**src/rtl/rss_pkg.sv**
```systemverilog
// Shared constants and types for the reset source supervisor.
// Assumes a single 20 MHz system clock and an 8-bit special register port.
package rss_pkg;

    // ------------------------------------------------------------------
    // Register addresses and bit positions
    // ------------------------------------------------------------------
    localparam logic [7:0] ADDR_SUPPLY_CTRL = 8'hFF;
    localparam logic [7:0] ADDR_RESET_SRC = 8'hEF;
    localparam logic [7:0] ADDR_WDT_CTRL = 8'hD9;

    localparam int SMC_EN_BIT = 7;
    localparam int SMC_STAT_BIT = 6;
    localparam int RSR_PIN_BIT = 0;
    localparam int RSR_POR_BIT = 1;
    localparam int RSR_LOSS_BIT = 2;
    localparam int RSR_SOFT_BIT = 4;
    localparam int RSR_WDT_BIT = 5;
    localparam int WDC_EN_BIT = 0;
    localparam int WDC_KICK_BIT = 1;

    // ------------------------------------------------------------------
    // Reset values
    // ------------------------------------------------------------------
    localparam logic SMC_EN_RESET = 1'b1;
    localparam logic MON_SEL_RESET = 1'b1;
    localparam logic LOSS_EN_RESET = 1'b0;
    localparam logic WDT_EN_RESET = 1'b1;
    localparam logic [7:0] RD_ZERO = 8'h00;
    localparam logic [5:0] FLAGS_RESET = 6'h00;

    // ------------------------------------------------------------------
    // Timing
    // ------------------------------------------------------------------
    localparam int CLK_PERIOD_NS = 50;
    localparam int LOSS_TIMEOUT_NS = 500;
    localparam int LOSS_TIMEOUT_CYC = LOSS_TIMEOUT_NS / CLK_PERIOD_NS;
    localparam int HOLD_NS = 200;
    localparam int HOLD_CYC = (HOLD_NS + CLK_PERIOD_NS - 1) / CLK_PERIOD_NS;
    localparam int WDT_DIV = 12;
    localparam int WDT_LIMIT = 255;

    // ------------------------------------------------------------------
    // Types
    // ------------------------------------------------------------------
    typedef enum logic {
        ST_RUN = 1'b0,
        ST_HOLD = 1'b1
    } rss_state_t;

    typedef enum logic [2:0] {
        CAUSE_POWER = 3'b000,
        CAUSE_PIN = 3'b001,
        CAUSE_SUPPLY = 3'b010,
        CAUSE_LOSS = 3'b011,
        CAUSE_WDT = 3'b100,
        CAUSE_SOFT = 3'b101
    } rss_cause_t;

endpackage : rss_pkg

```
**src/rtl/rss_ctl_if.sv**
```systemverilog
// Control and event signals between the supervisor and its two timers.
// Assumes all three modules share the system clock.
interface rss_ctl_if;
    logic sys_rst;
    logic wdt_enable;
    logic wdt_kick;
    logic wdt_fire;
    logic loss_enable;
    logic clk_edge;
    logic loss_fire;

    modport ctl_mp (
        output sys_rst, wdt_enable, wdt_kick, loss_enable, clk_edge,
        input wdt_fire, loss_fire
    );
    modport wdt_mp (
        input sys_rst, wdt_enable, wdt_kick,
        output wdt_fire
    );
    modport loss_mp (
        input loss_enable, clk_edge,
        output loss_fire
    );
endinterface : rss_ctl_if

```
**src/rtl/rss_loss_det.sv**
```systemverilog
// Clock-loss one-shot: retriggered by each edge of the watched clock.
// Assumes clk_edge is already synchronised to the system clock.
module rss_loss_det
    import rss_pkg::*;
#(
    parameter int TIMEOUT = LOSS_TIMEOUT_CYC
) (
    input wire logic clk_i,
    input wire logic rst_n_i,
    input wire logic ce_i,
    rss_ctl_if.loss_mp ctl
);
    localparam int CW = $clog2(TIMEOUT + 1);

    generate
        if (TIMEOUT < 1) begin : g_bad
            $error("rss_loss_det: TIMEOUT must be >= 1");
        end
    endgenerate

    logic [CW-1:0] cnt_reg;
    logic [CW-1:0] cnt_next;
    logic fire_reg;
    wire full = (cnt_reg == CW'(TIMEOUT));
    wire retrig = ctl.clk_edge | ~ctl.loss_enable;

    assign cnt_next = retrig ? '0 : (full ? cnt_reg : cnt_reg + 1'b1);
    assign ctl.loss_fire = fire_reg;

    // The request stays up for as long as the clock stays stuck.
    always_ff @(posedge clk_i or negedge rst_n_i) begin
        if (!rst_n_i) begin
            cnt_reg <= '0;
            fire_reg <= 1'b0;
        end else if (ce_i) begin
            cnt_reg <= cnt_next;
            fire_reg <= ~retrig & (cnt_next == CW'(TIMEOUT));
        end
    end
endmodule : rss_loss_det

```
**src/rtl/rss_supervisor.sv**
```systemverilog
// Reset source supervisor: supply monitor control, reset pin, clock-loss
// and watchdog resets, and the reset-source flags.
// Assumes RESET_N_I is the power-on reset and the processor sits behind
// the special register port; pins and the comparator are asynchronous.
//
// Summary of operation
// - Monitor control bit 7 turns the supply monitor on or off.
// - Supply resets only when monitor enabled and selected as source.
// - Monitor control bit 6 shows the live supply comparator output.
// - Bits 5 to 0 of monitor control ignore writes.
// - A low level on the reset pin requests a reset.
// - Source bit 0 is set on leaving a pin reset.
// - Clock-loss one-shot resets when the watched clock stops toggling.
// - Source bit 2 reads 1 only after a clock-loss reset.
// - Writing source bit 2 enables or disables the clock-loss detector.
// - Clock-loss and watchdog resets leave the reset pin undriven.
// - Every reset leaves the watchdog enabled on the clock divided by 12.
// - A watchdog timeout resets and sets source bit 5.
// - Monitor enable is set by power-on only and survives other resets.
// - Low supply holds reset and drives the pin low until it recovers.
// - Writing 1 to source bit 1 selects the monitor as reset source.
module rss_supervisor
    import rss_pkg::*;
#(
    parameter int LOSS_CYCLES = LOSS_TIMEOUT_CYC,
    parameter int HOLD_CYCLES = HOLD_CYC,
    parameter int WDOG_DIV = WDT_DIV,
    parameter int WDOG_LIMIT = WDT_LIMIT
) (
    input wire logic CLK_SYS_I,
    input wire logic RESET_N_I,
    input wire logic CE_I,
    input wire logic [7:0] SFR_ADDR_I,
    input wire logic SFR_WR_I,
    input wire logic [7:0] SFR_WDATA_I,
    output logic [7:0] SFR_RDATA_O,
    input wire logic RST_PIN_I,
    output logic RST_PIN_O,
    output logic RST_PIN_OE_N_O,
    input wire logic SUPPLY_ABOVE_I,
    output logic SUPPLY_MON_EN_O,
    input wire logic SYS_CLOCK_SIGNAL_I,
    output logic SYS_RESET_N_O
);
    localparam int HW = $clog2(HOLD_CYCLES + 1);

    generate
        if (HOLD_CYCLES < 1) begin : g_bad_hold
            $error("rss_supervisor: HOLD_CYCLES must be >= 1");
        end
        if (LOSS_CYCLES < 1 || WDOG_DIV < 2 || WDOG_LIMIT < 1) begin : g_bad_tmr
            $error("rss_supervisor: timer parameters out of range");
        end
    endgenerate

    // ------------------------------------------------------------------
    // Input synchronisers
    // ------------------------------------------------------------------
    // Index 0 reset pin, 1 supply comparator, 2 watched clock.
    logic [2:0] meta_reg;
    logic [2:0] sync_reg;
    logic clk_prev_reg;

    // The edge detector starts at the synchroniser's reset level, so
    // leaving reset never shows a false watched-clock edge.
    always_ff @(posedge CLK_SYS_I or negedge RESET_N_I) begin
        if (!RESET_N_I) begin
            meta_reg <= 3'h7;
            sync_reg <= 3'h7;
            clk_prev_reg <= 1'b1;
        end else if (CE_I) begin
            meta_reg <= {SYS_CLOCK_SIGNAL_I, SUPPLY_ABOVE_I, RST_PIN_I};
            sync_reg <= meta_reg;
            clk_prev_reg <= sync_reg[2];
        end
    end

    wire pin_s = sync_reg[0];
    wire supply_s = sync_reg[1];
    wire clk_edge = sync_reg[2] ^ clk_prev_reg;

    // ------------------------------------------------------------------
    // State and register storage
    // ------------------------------------------------------------------
    rss_state_t state_reg;
    rss_state_t state_next;
    rss_cause_t cause_reg;
    rss_cause_t cause_next;
    rss_cause_t req_cause;
    logic [HW-1:0] hold_reg;
    logic [HW-1:0] hold_next;
    logic smc_en_reg;
    logic mon_sel_reg;
    logic loss_en_reg;
    logic wdt_en_reg;
    logic wdt_en_next;
    logic [5:0] flags_reg;
    logic [5:0] flags_next;
    logic drive_reg;
    logic [1:0] drive_hist_reg;
    logic [7:0] rdata_reg;
    logic [7:0] rdata_next;

    // ------------------------------------------------------------------
    // Register port decode
    // ------------------------------------------------------------------
    // The processor is itself in reset while the supervisor holds, so
    // writes are only honoured in the run state.
    wire in_run = (state_reg == ST_RUN);
    wire wr_ok = SFR_WR_I & in_run;
    wire wr_smc = wr_ok & (SFR_ADDR_I == ADDR_SUPPLY_CTRL);
    wire wr_rsr = wr_ok & (SFR_ADDR_I == ADDR_RESET_SRC);
    wire wr_wdc = wr_ok & (SFR_ADDR_I == ADDR_WDT_CTRL);
    wire wdt_kick = wr_wdc & SFR_WDATA_I[WDC_KICK_BIT];

    // ------------------------------------------------------------------
    // Reset requests
    // ------------------------------------------------------------------
    rss_ctl_if ctl ();

    // Our own pin drive reads back low through the synchroniser, so the
    // pin is ignored until that echo has cleared.
    wire pin_masked = drive_reg | (|drive_hist_reg);
    wire req_pin = ~pin_s & ~pin_masked;
    wire req_supply = smc_en_reg & mon_sel_reg & ~supply_s;
    wire req_loss = ctl.loss_fire;
    wire req_wdt = ctl.wdt_fire;
    wire req_soft = wr_rsr & SFR_WDATA_I[RSR_SOFT_BIT];
    wire any_req = req_pin | req_supply | req_loss | req_wdt | req_soft;

    // Supply loss dominates because it also owns the reset pin.
    assign req_cause = req_supply ? CAUSE_SUPPLY :
                       req_pin ? CAUSE_PIN :
                       req_loss ? CAUSE_LOSS :
                       req_wdt ? CAUSE_WDT : CAUSE_SOFT;

    // ------------------------------------------------------------------
    // Reset sequencer
    // ------------------------------------------------------------------
    always_comb begin
        state_next = state_reg;
        cause_next = cause_reg;
        hold_next = hold_reg;
        flags_next = flags_reg;
        case (state_reg)
            ST_RUN: begin
                if (any_req) begin
                    state_next = ST_HOLD;
                    cause_next = req_cause;
                    hold_next = HW'(HOLD_CYCLES);
                end
            end
            ST_HOLD: begin
                if (any_req) begin
                    cause_next = req_cause;
                    hold_next = HW'(HOLD_CYCLES);
                end else if (hold_reg != '0) begin
                    hold_next = hold_reg - 1'b1;
                end else begin
                    state_next = ST_RUN;
                    flags_next = FLAGS_RESET;
                    case (cause_reg)
                        CAUSE_PIN: flags_next[RSR_PIN_BIT] = 1'b1;
                        CAUSE_LOSS: flags_next[RSR_LOSS_BIT] = 1'b1;
                        CAUSE_WDT: flags_next[RSR_WDT_BIT] = 1'b1;
                        CAUSE_SOFT: flags_next[RSR_SOFT_BIT] = 1'b1;
                        default: flags_next[RSR_POR_BIT] = 1'b1;
                    endcase
                end
            end
            default: begin
                state_next = ST_HOLD;
                hold_next = HW'(HOLD_CYCLES);
            end
        endcase
    end

    // Power-on starts in the hold state so its own flag gets recorded.
    always_ff @(posedge CLK_SYS_I or negedge RESET_N_I) begin
        if (!RESET_N_I) begin
            state_reg <= ST_HOLD;
            cause_reg <= CAUSE_POWER;
            hold_reg <= HW'(HOLD_CYCLES);
            flags_reg <= FLAGS_RESET;
        end else if (CE_I) begin
            state_reg <= state_next;
            cause_reg <= cause_next;
            hold_reg <= hold_next;
            flags_reg <= flags_next;
        end
    end

    // ------------------------------------------------------------------
    // Reset pin drive
    // ------------------------------------------------------------------
    // Only supply and power-on resets pull the pin; other sources stay
    // internal so parts on the board are not reset with the core.
    wire drive_next = (state_next == ST_HOLD)
                      & ((cause_next == CAUSE_SUPPLY)
                         | (cause_next == CAUSE_POWER));

    always_ff @(posedge CLK_SYS_I or negedge RESET_N_I) begin
        if (!RESET_N_I) begin
            drive_reg <= 1'b1;
            drive_hist_reg <= 2'h3;
        end else if (CE_I) begin
            drive_reg <= drive_next;
            drive_hist_reg <= {drive_hist_reg[0], drive_reg};
        end
    end

    assign RST_PIN_O = 1'b0;
    assign RST_PIN_OE_N_O = ~drive_reg;
    assign SYS_RESET_N_O = in_run;

    // ------------------------------------------------------------------
    // Control registers
    // ------------------------------------------------------------------
    // The monitor enable is only touched by power-on and by software.
    always_ff @(posedge CLK_SYS_I or negedge RESET_N_I) begin
        if (!RESET_N_I) begin
            smc_en_reg <= SMC_EN_RESET;
            mon_sel_reg <= MON_SEL_RESET;
            loss_en_reg <= LOSS_EN_RESET;
        end else if (CE_I) begin
            if (wr_smc) begin
                smc_en_reg <= SFR_WDATA_I[SMC_EN_BIT];
            end
            if (wr_rsr) begin
                mon_sel_reg <= SFR_WDATA_I[RSR_POR_BIT];
                loss_en_reg <= SFR_WDATA_I[RSR_LOSS_BIT];
            end
        end
    end

    // Software must disable the watchdog again after every release.
    assign wdt_en_next = (state_reg == ST_HOLD) ? WDT_EN_RESET :
                         (wr_wdc ? SFR_WDATA_I[WDC_EN_BIT] : wdt_en_reg);

    always_ff @(posedge CLK_SYS_I or negedge RESET_N_I) begin
        if (!RESET_N_I) begin
            wdt_en_reg <= WDT_EN_RESET;
        end else if (CE_I) begin
            wdt_en_reg <= wdt_en_next;
        end
    end

    assign SUPPLY_MON_EN_O = smc_en_reg;

    // ------------------------------------------------------------------
    // Timers
    // ------------------------------------------------------------------
    assign ctl.sys_rst = (state_reg == ST_HOLD);
    assign ctl.wdt_enable = wdt_en_reg;
    assign ctl.wdt_kick = wdt_kick;
    assign ctl.loss_enable = loss_en_reg;
    assign ctl.clk_edge = clk_edge;

    rss_watchdog #(
        .DIV(WDOG_DIV),
        .LIMIT(WDOG_LIMIT)
    ) u_watchdog (
        .clk_i(CLK_SYS_I),
        .rst_n_i(RESET_N_I),
        .ce_i(CE_I),
        .ctl(ctl.wdt_mp)
    );

    rss_loss_det #(
        .TIMEOUT(LOSS_CYCLES)
    ) u_loss_det (
        .clk_i(CLK_SYS_I),
        .rst_n_i(RESET_N_I),
        .ce_i(CE_I),
        .ctl(ctl.loss_mp)
    );

    // ------------------------------------------------------------------
    // Read data
    // ------------------------------------------------------------------
    // Unused monitor bits read as zero; reads have one cycle of latency.
    wire [7:0] rd_smc = {smc_en_reg, supply_s, 6'h00};
    wire [7:0] rd_rsr = {2'h0, flags_reg};
    wire [7:0] rd_wdc = {7'h00, wdt_en_reg};

    assign rdata_next = (SFR_ADDR_I == ADDR_SUPPLY_CTRL) ? rd_smc :
                        (SFR_ADDR_I == ADDR_RESET_SRC) ? rd_rsr :
                        (SFR_ADDR_I == ADDR_WDT_CTRL) ? rd_wdc : RD_ZERO;

    always_ff @(posedge CLK_SYS_I or negedge RESET_N_I) begin
        if (!RESET_N_I) begin
            rdata_reg <= RD_ZERO;
        end else if (CE_I) begin
            rdata_reg <= rdata_next;
        end
    end

    assign SFR_RDATA_O = rdata_reg;

endmodule : rss_supervisor

```
**src/rtl/rss_watchdog.sv**
```systemverilog
// Watchdog counter clocked by the system clock divided down.
// Assumes the owner clears it through sys_rst during every internal reset.
module rss_watchdog
    import rss_pkg::*;
#(
    parameter int DIV = WDT_DIV,
    parameter int LIMIT = WDT_LIMIT
) (
    input wire logic clk_i,
    input wire logic rst_n_i,
    input wire logic ce_i,
    rss_ctl_if.wdt_mp ctl
);
    localparam int PW = $clog2(DIV);
    localparam int CW = $clog2(LIMIT + 1);

    generate
        if (DIV < 2 || LIMIT < 1) begin : g_bad
            $error("rss_watchdog: DIV must be >= 2 and LIMIT >= 1");
        end
    endgenerate

    logic [PW-1:0] pre_reg;
    logic [PW-1:0] pre_next;
    logic [CW-1:0] cnt_reg;
    logic [CW-1:0] cnt_next;
    logic fire_reg;
    wire tick = (pre_reg == PW'(DIV - 1));
    // A kick, a disable or an internal reset restarts the full interval.
    wire hold = ctl.sys_rst | ~ctl.wdt_enable | ctl.wdt_kick;
    wire at_limit = (cnt_reg == CW'(LIMIT));

    assign pre_next = (hold | tick) ? '0 : pre_reg + 1'b1;
    assign cnt_next = hold ? '0 : ((tick & ~at_limit) ? cnt_reg + 1'b1
                                                       : cnt_reg);
    assign ctl.wdt_fire = fire_reg;

    always_ff @(posedge clk_i or negedge rst_n_i) begin
        if (!rst_n_i) begin
            pre_reg <= '0;
            cnt_reg <= '0;
            fire_reg <= 1'b0;
        end else if (ce_i) begin
            pre_reg <= pre_next;
            cnt_reg <= cnt_next;
            fire_reg <= ~hold & (cnt_next == CW'(LIMIT));
        end
    end
endmodule : rss_watchdog

```
**config.mk**
```make
export PLATFORM = sky130hd
export DESIGN_NAME = rss_supervisor
export DESIGN_NICKNAME = d
export VERILOG_FILES = /design/src/rtl/rss_pkg.sv /design/src/rtl/rss_ctl_if.sv /design/src/rtl/rss_loss_det.sv /design/src/rtl/rss_supervisor.sv /design/src/rtl/rss_watchdog.sv
export SDC_FILE = /design/constraint.sdc
export NUM_CORES = 1
export LEC_CHECK = 0
export BUFFER_PORTS_ARGS = -buffer_cell sky130_fd_sc_hd__buf_2
export CAP_MARGIN = 20
export CORE_ASPECT_RATIO = 1.4
export CORE_UTILIZATION = 50
export CTS_CLUSTER_SIZE = 25
export DETAILED_ROUTE_END_ITERATION = 8
export PLACE_DENSITY_LB_ADDON = 0.12
export REMOVE_ABC_BUFFERS = 1
export SKIP_CTS_REPAIR_TIMING = 1
export SYNTH_ARGS = -nofsm -noshare
export SYNTH_HDL_FRONTEND = slang
export SYNTH_HIERARCHICAL = 1
export SYNTH_SLANG_ARGS = --single-unit
```
**constraint.sdc**
```tcl
create_clock -name CLK_SYS_I -period 2.6 [get_ports CLK_SYS_I]
set_input_delay 0.13 -clock CLK_SYS_I [delete_from_list [all_inputs] [get_ports CLK_SYS_I]]
set_output_delay 0.13 -clock CLK_SYS_I [all_outputs]
set_load 0.01 [all_outputs]
```
==> out/summary.txt <==
CP max FO = 11
Total Routing Usage GR = 0.206
Core Area = 0.00528 mm2
largest family of logic cells by synthesized area = simple AND/OR/NAND/NOR gates
DRC = 0
clock latency on the worst-skew pair = 0.30 ns
Net Sw Power = 0.656 mW
clk buf depth = 2
CP Launch Type = register
crit-path max cell delay = 0.64 ns
area delta synth->final = 12.3%
Top Ports = 35
Worst Hold Class = in2reg
CTS H-tree lvls = 2
Post-synth EDFFs = 0
syn avg cell area = 10.5 um2
initial antenna violation count = 0
P per Cell Area = 655 mW/mm2
Synth Area in XOR/XNOR = 0.00944
crit-path cells = nor2b_1 > and3_1 > or3b_1 > nor2_1 > nand2_1 > o21ai_0
ys async rst share = 1.00
TritonCTS Buffers = 5
largest net degree at the start of global routing = 47
Die X = 65.1 um
Fin. Hold Viols = 0
PnR worst setup slack = 0.534 ns
skew final = 0.00811 ns
critical path class = reg2reg
DR vias/cell = 5.71
Setup WS pre-CTS = 0.549 ns
synthesized area = 0.00278 mm2
Max Fclk = 0.484 GHz
Worst-path clk slew = 0.09 ns
Die ar. = 0.00587 mm2
Post-DP Area = 0.00300 mm2
vias in the first global route = 2111
flop-to-flop setup slack = 0.53 ns
max reg flops = 8
Worst-Margin Slew = 0.650 ns
Internal = 1.39 mW
Slew headroom = 0.563
Syn Inst Count = 265
fillers = 475
Overflow after GRT = 0
ANT cells = 0
share of cells above drive strength 1 = 0.329
status = finished, final reports clean
final instance area = 0.00313 mm2
Final GP Congestion = 0.849
first-pass GRT wire length = 9600 um
crit share post-route = 0.795
Worst Setup End Kind = register
Port Buffers = 29
sequential share of the synthesized area = 0.465
via count = 2097
cell row count = 31
Max Cap Viol = 0
clk root buf = clkbuf_8
most common flop cell mapped by yosys = dfrtp_1
sw frac = 0.320
Post-Synth Adder-Cell Area = 0.0270
Initial Utilization = 0.528
Syn. warnings = 6
Final Max Slew Viols = 0
Reg power frac = 0.524
height of the die = 90.3 um
CTS tree = yes
Pleak = 1.36 nW
TritonCTS Sinks = 51
wire length per cell = 15.2 um
VDD IR max = 0.368 mV
hpwl dp = 3960 um
Synth Area in Compound Gates = 0.168
RSZ-0062 raised after global routing = no
Slowest-stage cell, CP = dfstp_2
crit path DAT = 2.28 ns
CP bufs+invs = 0
Clk pwr share = 0.219
CP top delay family = simple AND/OR/NAND/NOR gates
synthesis-stage register bit count = 51
post-synthesis simple-gate area fraction = 0.195
Final ANT Viol Nets = 0
Synth cell types = 66
DR iter-0 viols = 134
final wirelength = 5590 um
Final setup viols = 0
Crit path required time = 2.82 ns
Detailed Routing Iterations Pass 1 = 4
Comb power frac = 0.258
setup TNS = 0 ns
crit path time final = 2.07 ns
mux share of post-synthesis cell area = 0.0867
Final nets = 329
power by group through the flow:
stage                     sequential (mW)  combinational, mW  clock [mW]
final                                1.07              0.527       0.448
after floorplan                      1.05              0.371           0
after CTS                            1.07              0.526       0.475
after global placement               1.08              0.513           0
after detailed placement             1.08              0.523           0
after global routing                 1.09              0.600       0.499
synth_stat cells, drive strengths merged, types with 3 or more instances:
| cell type | instances | area [um2] |
|---|---|---|
| a21oi | 11 | 66.3 |
| a22o | 6 | 52.6 |
| a22oi | 3 | 22.5 |
| a31oi | 5 | 31.3 |
| and3 | 3 | 20.0 |
| and3b | 4 | 38.8 |
| buf | 7 | 51.3 |
| clkbuf | 4 | 16.3 |
| dfrtp | 36 | 901 |
| dfstp | 15 | 394 |
| ha | 6 | 75.1 |
| inv | 17 | 63.8 |
| mux2 | 19 | 221 |
| nand2 | 24 | 90.1 |
| nand2b | 3 | 18.8 |
| nand3 | 12 | 65.1 |
| nand3b | 4 | 33.8 |
| nand4 | 5 | 43.8 |
| nor2 | 15 | 61.3 |
| nor3 | 6 | 40.0 |
| nor3b | 4 | 30.0 |
| nor4 | 3 | 40.0 |
| o21ai | 15 | 75.1 |
| o22ai | 4 | 25.0 |
| o2bb2ai | 3 | 26.3 |
worst reg2reg max path, stage by stage (launching register included):
cell and delay, ns:
dfstp_2 0.64, nor2b_1 0.09, and3_1 0.20, or3b_1 0.51, nor2_1 0.33, nand2_1 0.09, o21ai_0 0.14
per-stage QoR:
stage          std cells   util  hold WS (ns)  total power, mW
2_1_floorplan        255      -        -0.166             1.42
3_3_place_gp         357  0.569         0.337             1.59
3_5_place_dp         357  0.569         0.344             1.61
4_1_cts              365  0.586        0.0226             2.07
5_1_grt              367  0.593        0.0444             2.19
6_report             367  0.593        0.0414             2.05
cell families after synthesis:
family,after synthesis
AO/OA/AOI/OAI,64
XOR/XNOR,3
adder cells (fa/ha/maj),6
buffers and inverters,28
flip-flops,51
multiplexers,21
other,1
AND/OR/NAND/NOR,91
worst paths after layout:
path / from / endpoint / depth (start not counted)
min: SFR_WR_I / ctl.wdt_enable / 2
max: ctl.sys_rst / u_watchdog/cnt_reg[0] / 6
min in group asynchronous: RESET_N_I / SFR_RDATA_O[0] / 2
max in group asynchronous: RESET_N_I / drive_hist_reg[0] / 4
min reg2reg: hold_reg[0] / hold_reg[0] / 1
max reg2reg: ctl.sys_rst / u_watchdog/cnt_reg[0] / 6
metal layers:
metal / vias to the layer above / wire length, um / GRT usage
met1: 1022 / 2400 / 0.251
met5: - / 0 / 0
li1: 1034 / - / -
met3: 4 / 207 / 0.0417
met2: 37 / 2910 / 0.357
met4: 0 / 71 / 0.0688
placed cells by master (no fill, tap or decap), types with 3 or more instances in the layout:
cell type	synthesis	layout
clkbuf_8	0	5
nand2_1	24	24
nand4_1	3	3
buf_2	2	29
o2bb2ai_1	3	3
nor2_1	13	13
nand3_1	11	11
buf_4	2	7
mux2_2	17	17
nand3b_1	3	3
inv_1	17	17
nor3_1	4	4
dfstp_2	15	15
a31oi_1	5	5
dfrtp_1	36	36
a21oi_1	10	10
o22ai_1	4	4
nand2b_1	3	3
a22oi_1	3	3
o21ai_0	11	11
a22o_1	6	6
o21ai_1	4	4
ha_1	6	6
nor3b_1	4	4
and3b_1	3	3
cell type report:
| class | instances | area [um2] | share of cell area |
|---|---|---|---|
| clock buffers | 5 | 68.8 | 0.0220 |
| flip-flops and latches | 51 | 1290 | 0.414 |
| inverters | 17 | 63.8 | 0.0204 |
| clock inverters | 3 | 20.0 | 0.00640 |
| multi-input cells | 187 | 1360 | 0.435 |
| well taps | 66 | 82.6 | 0.0264 |
| repair buffers | 38 | 235 | 0.0752 |
Note: power is estimated with default switching activity, not from simulation.
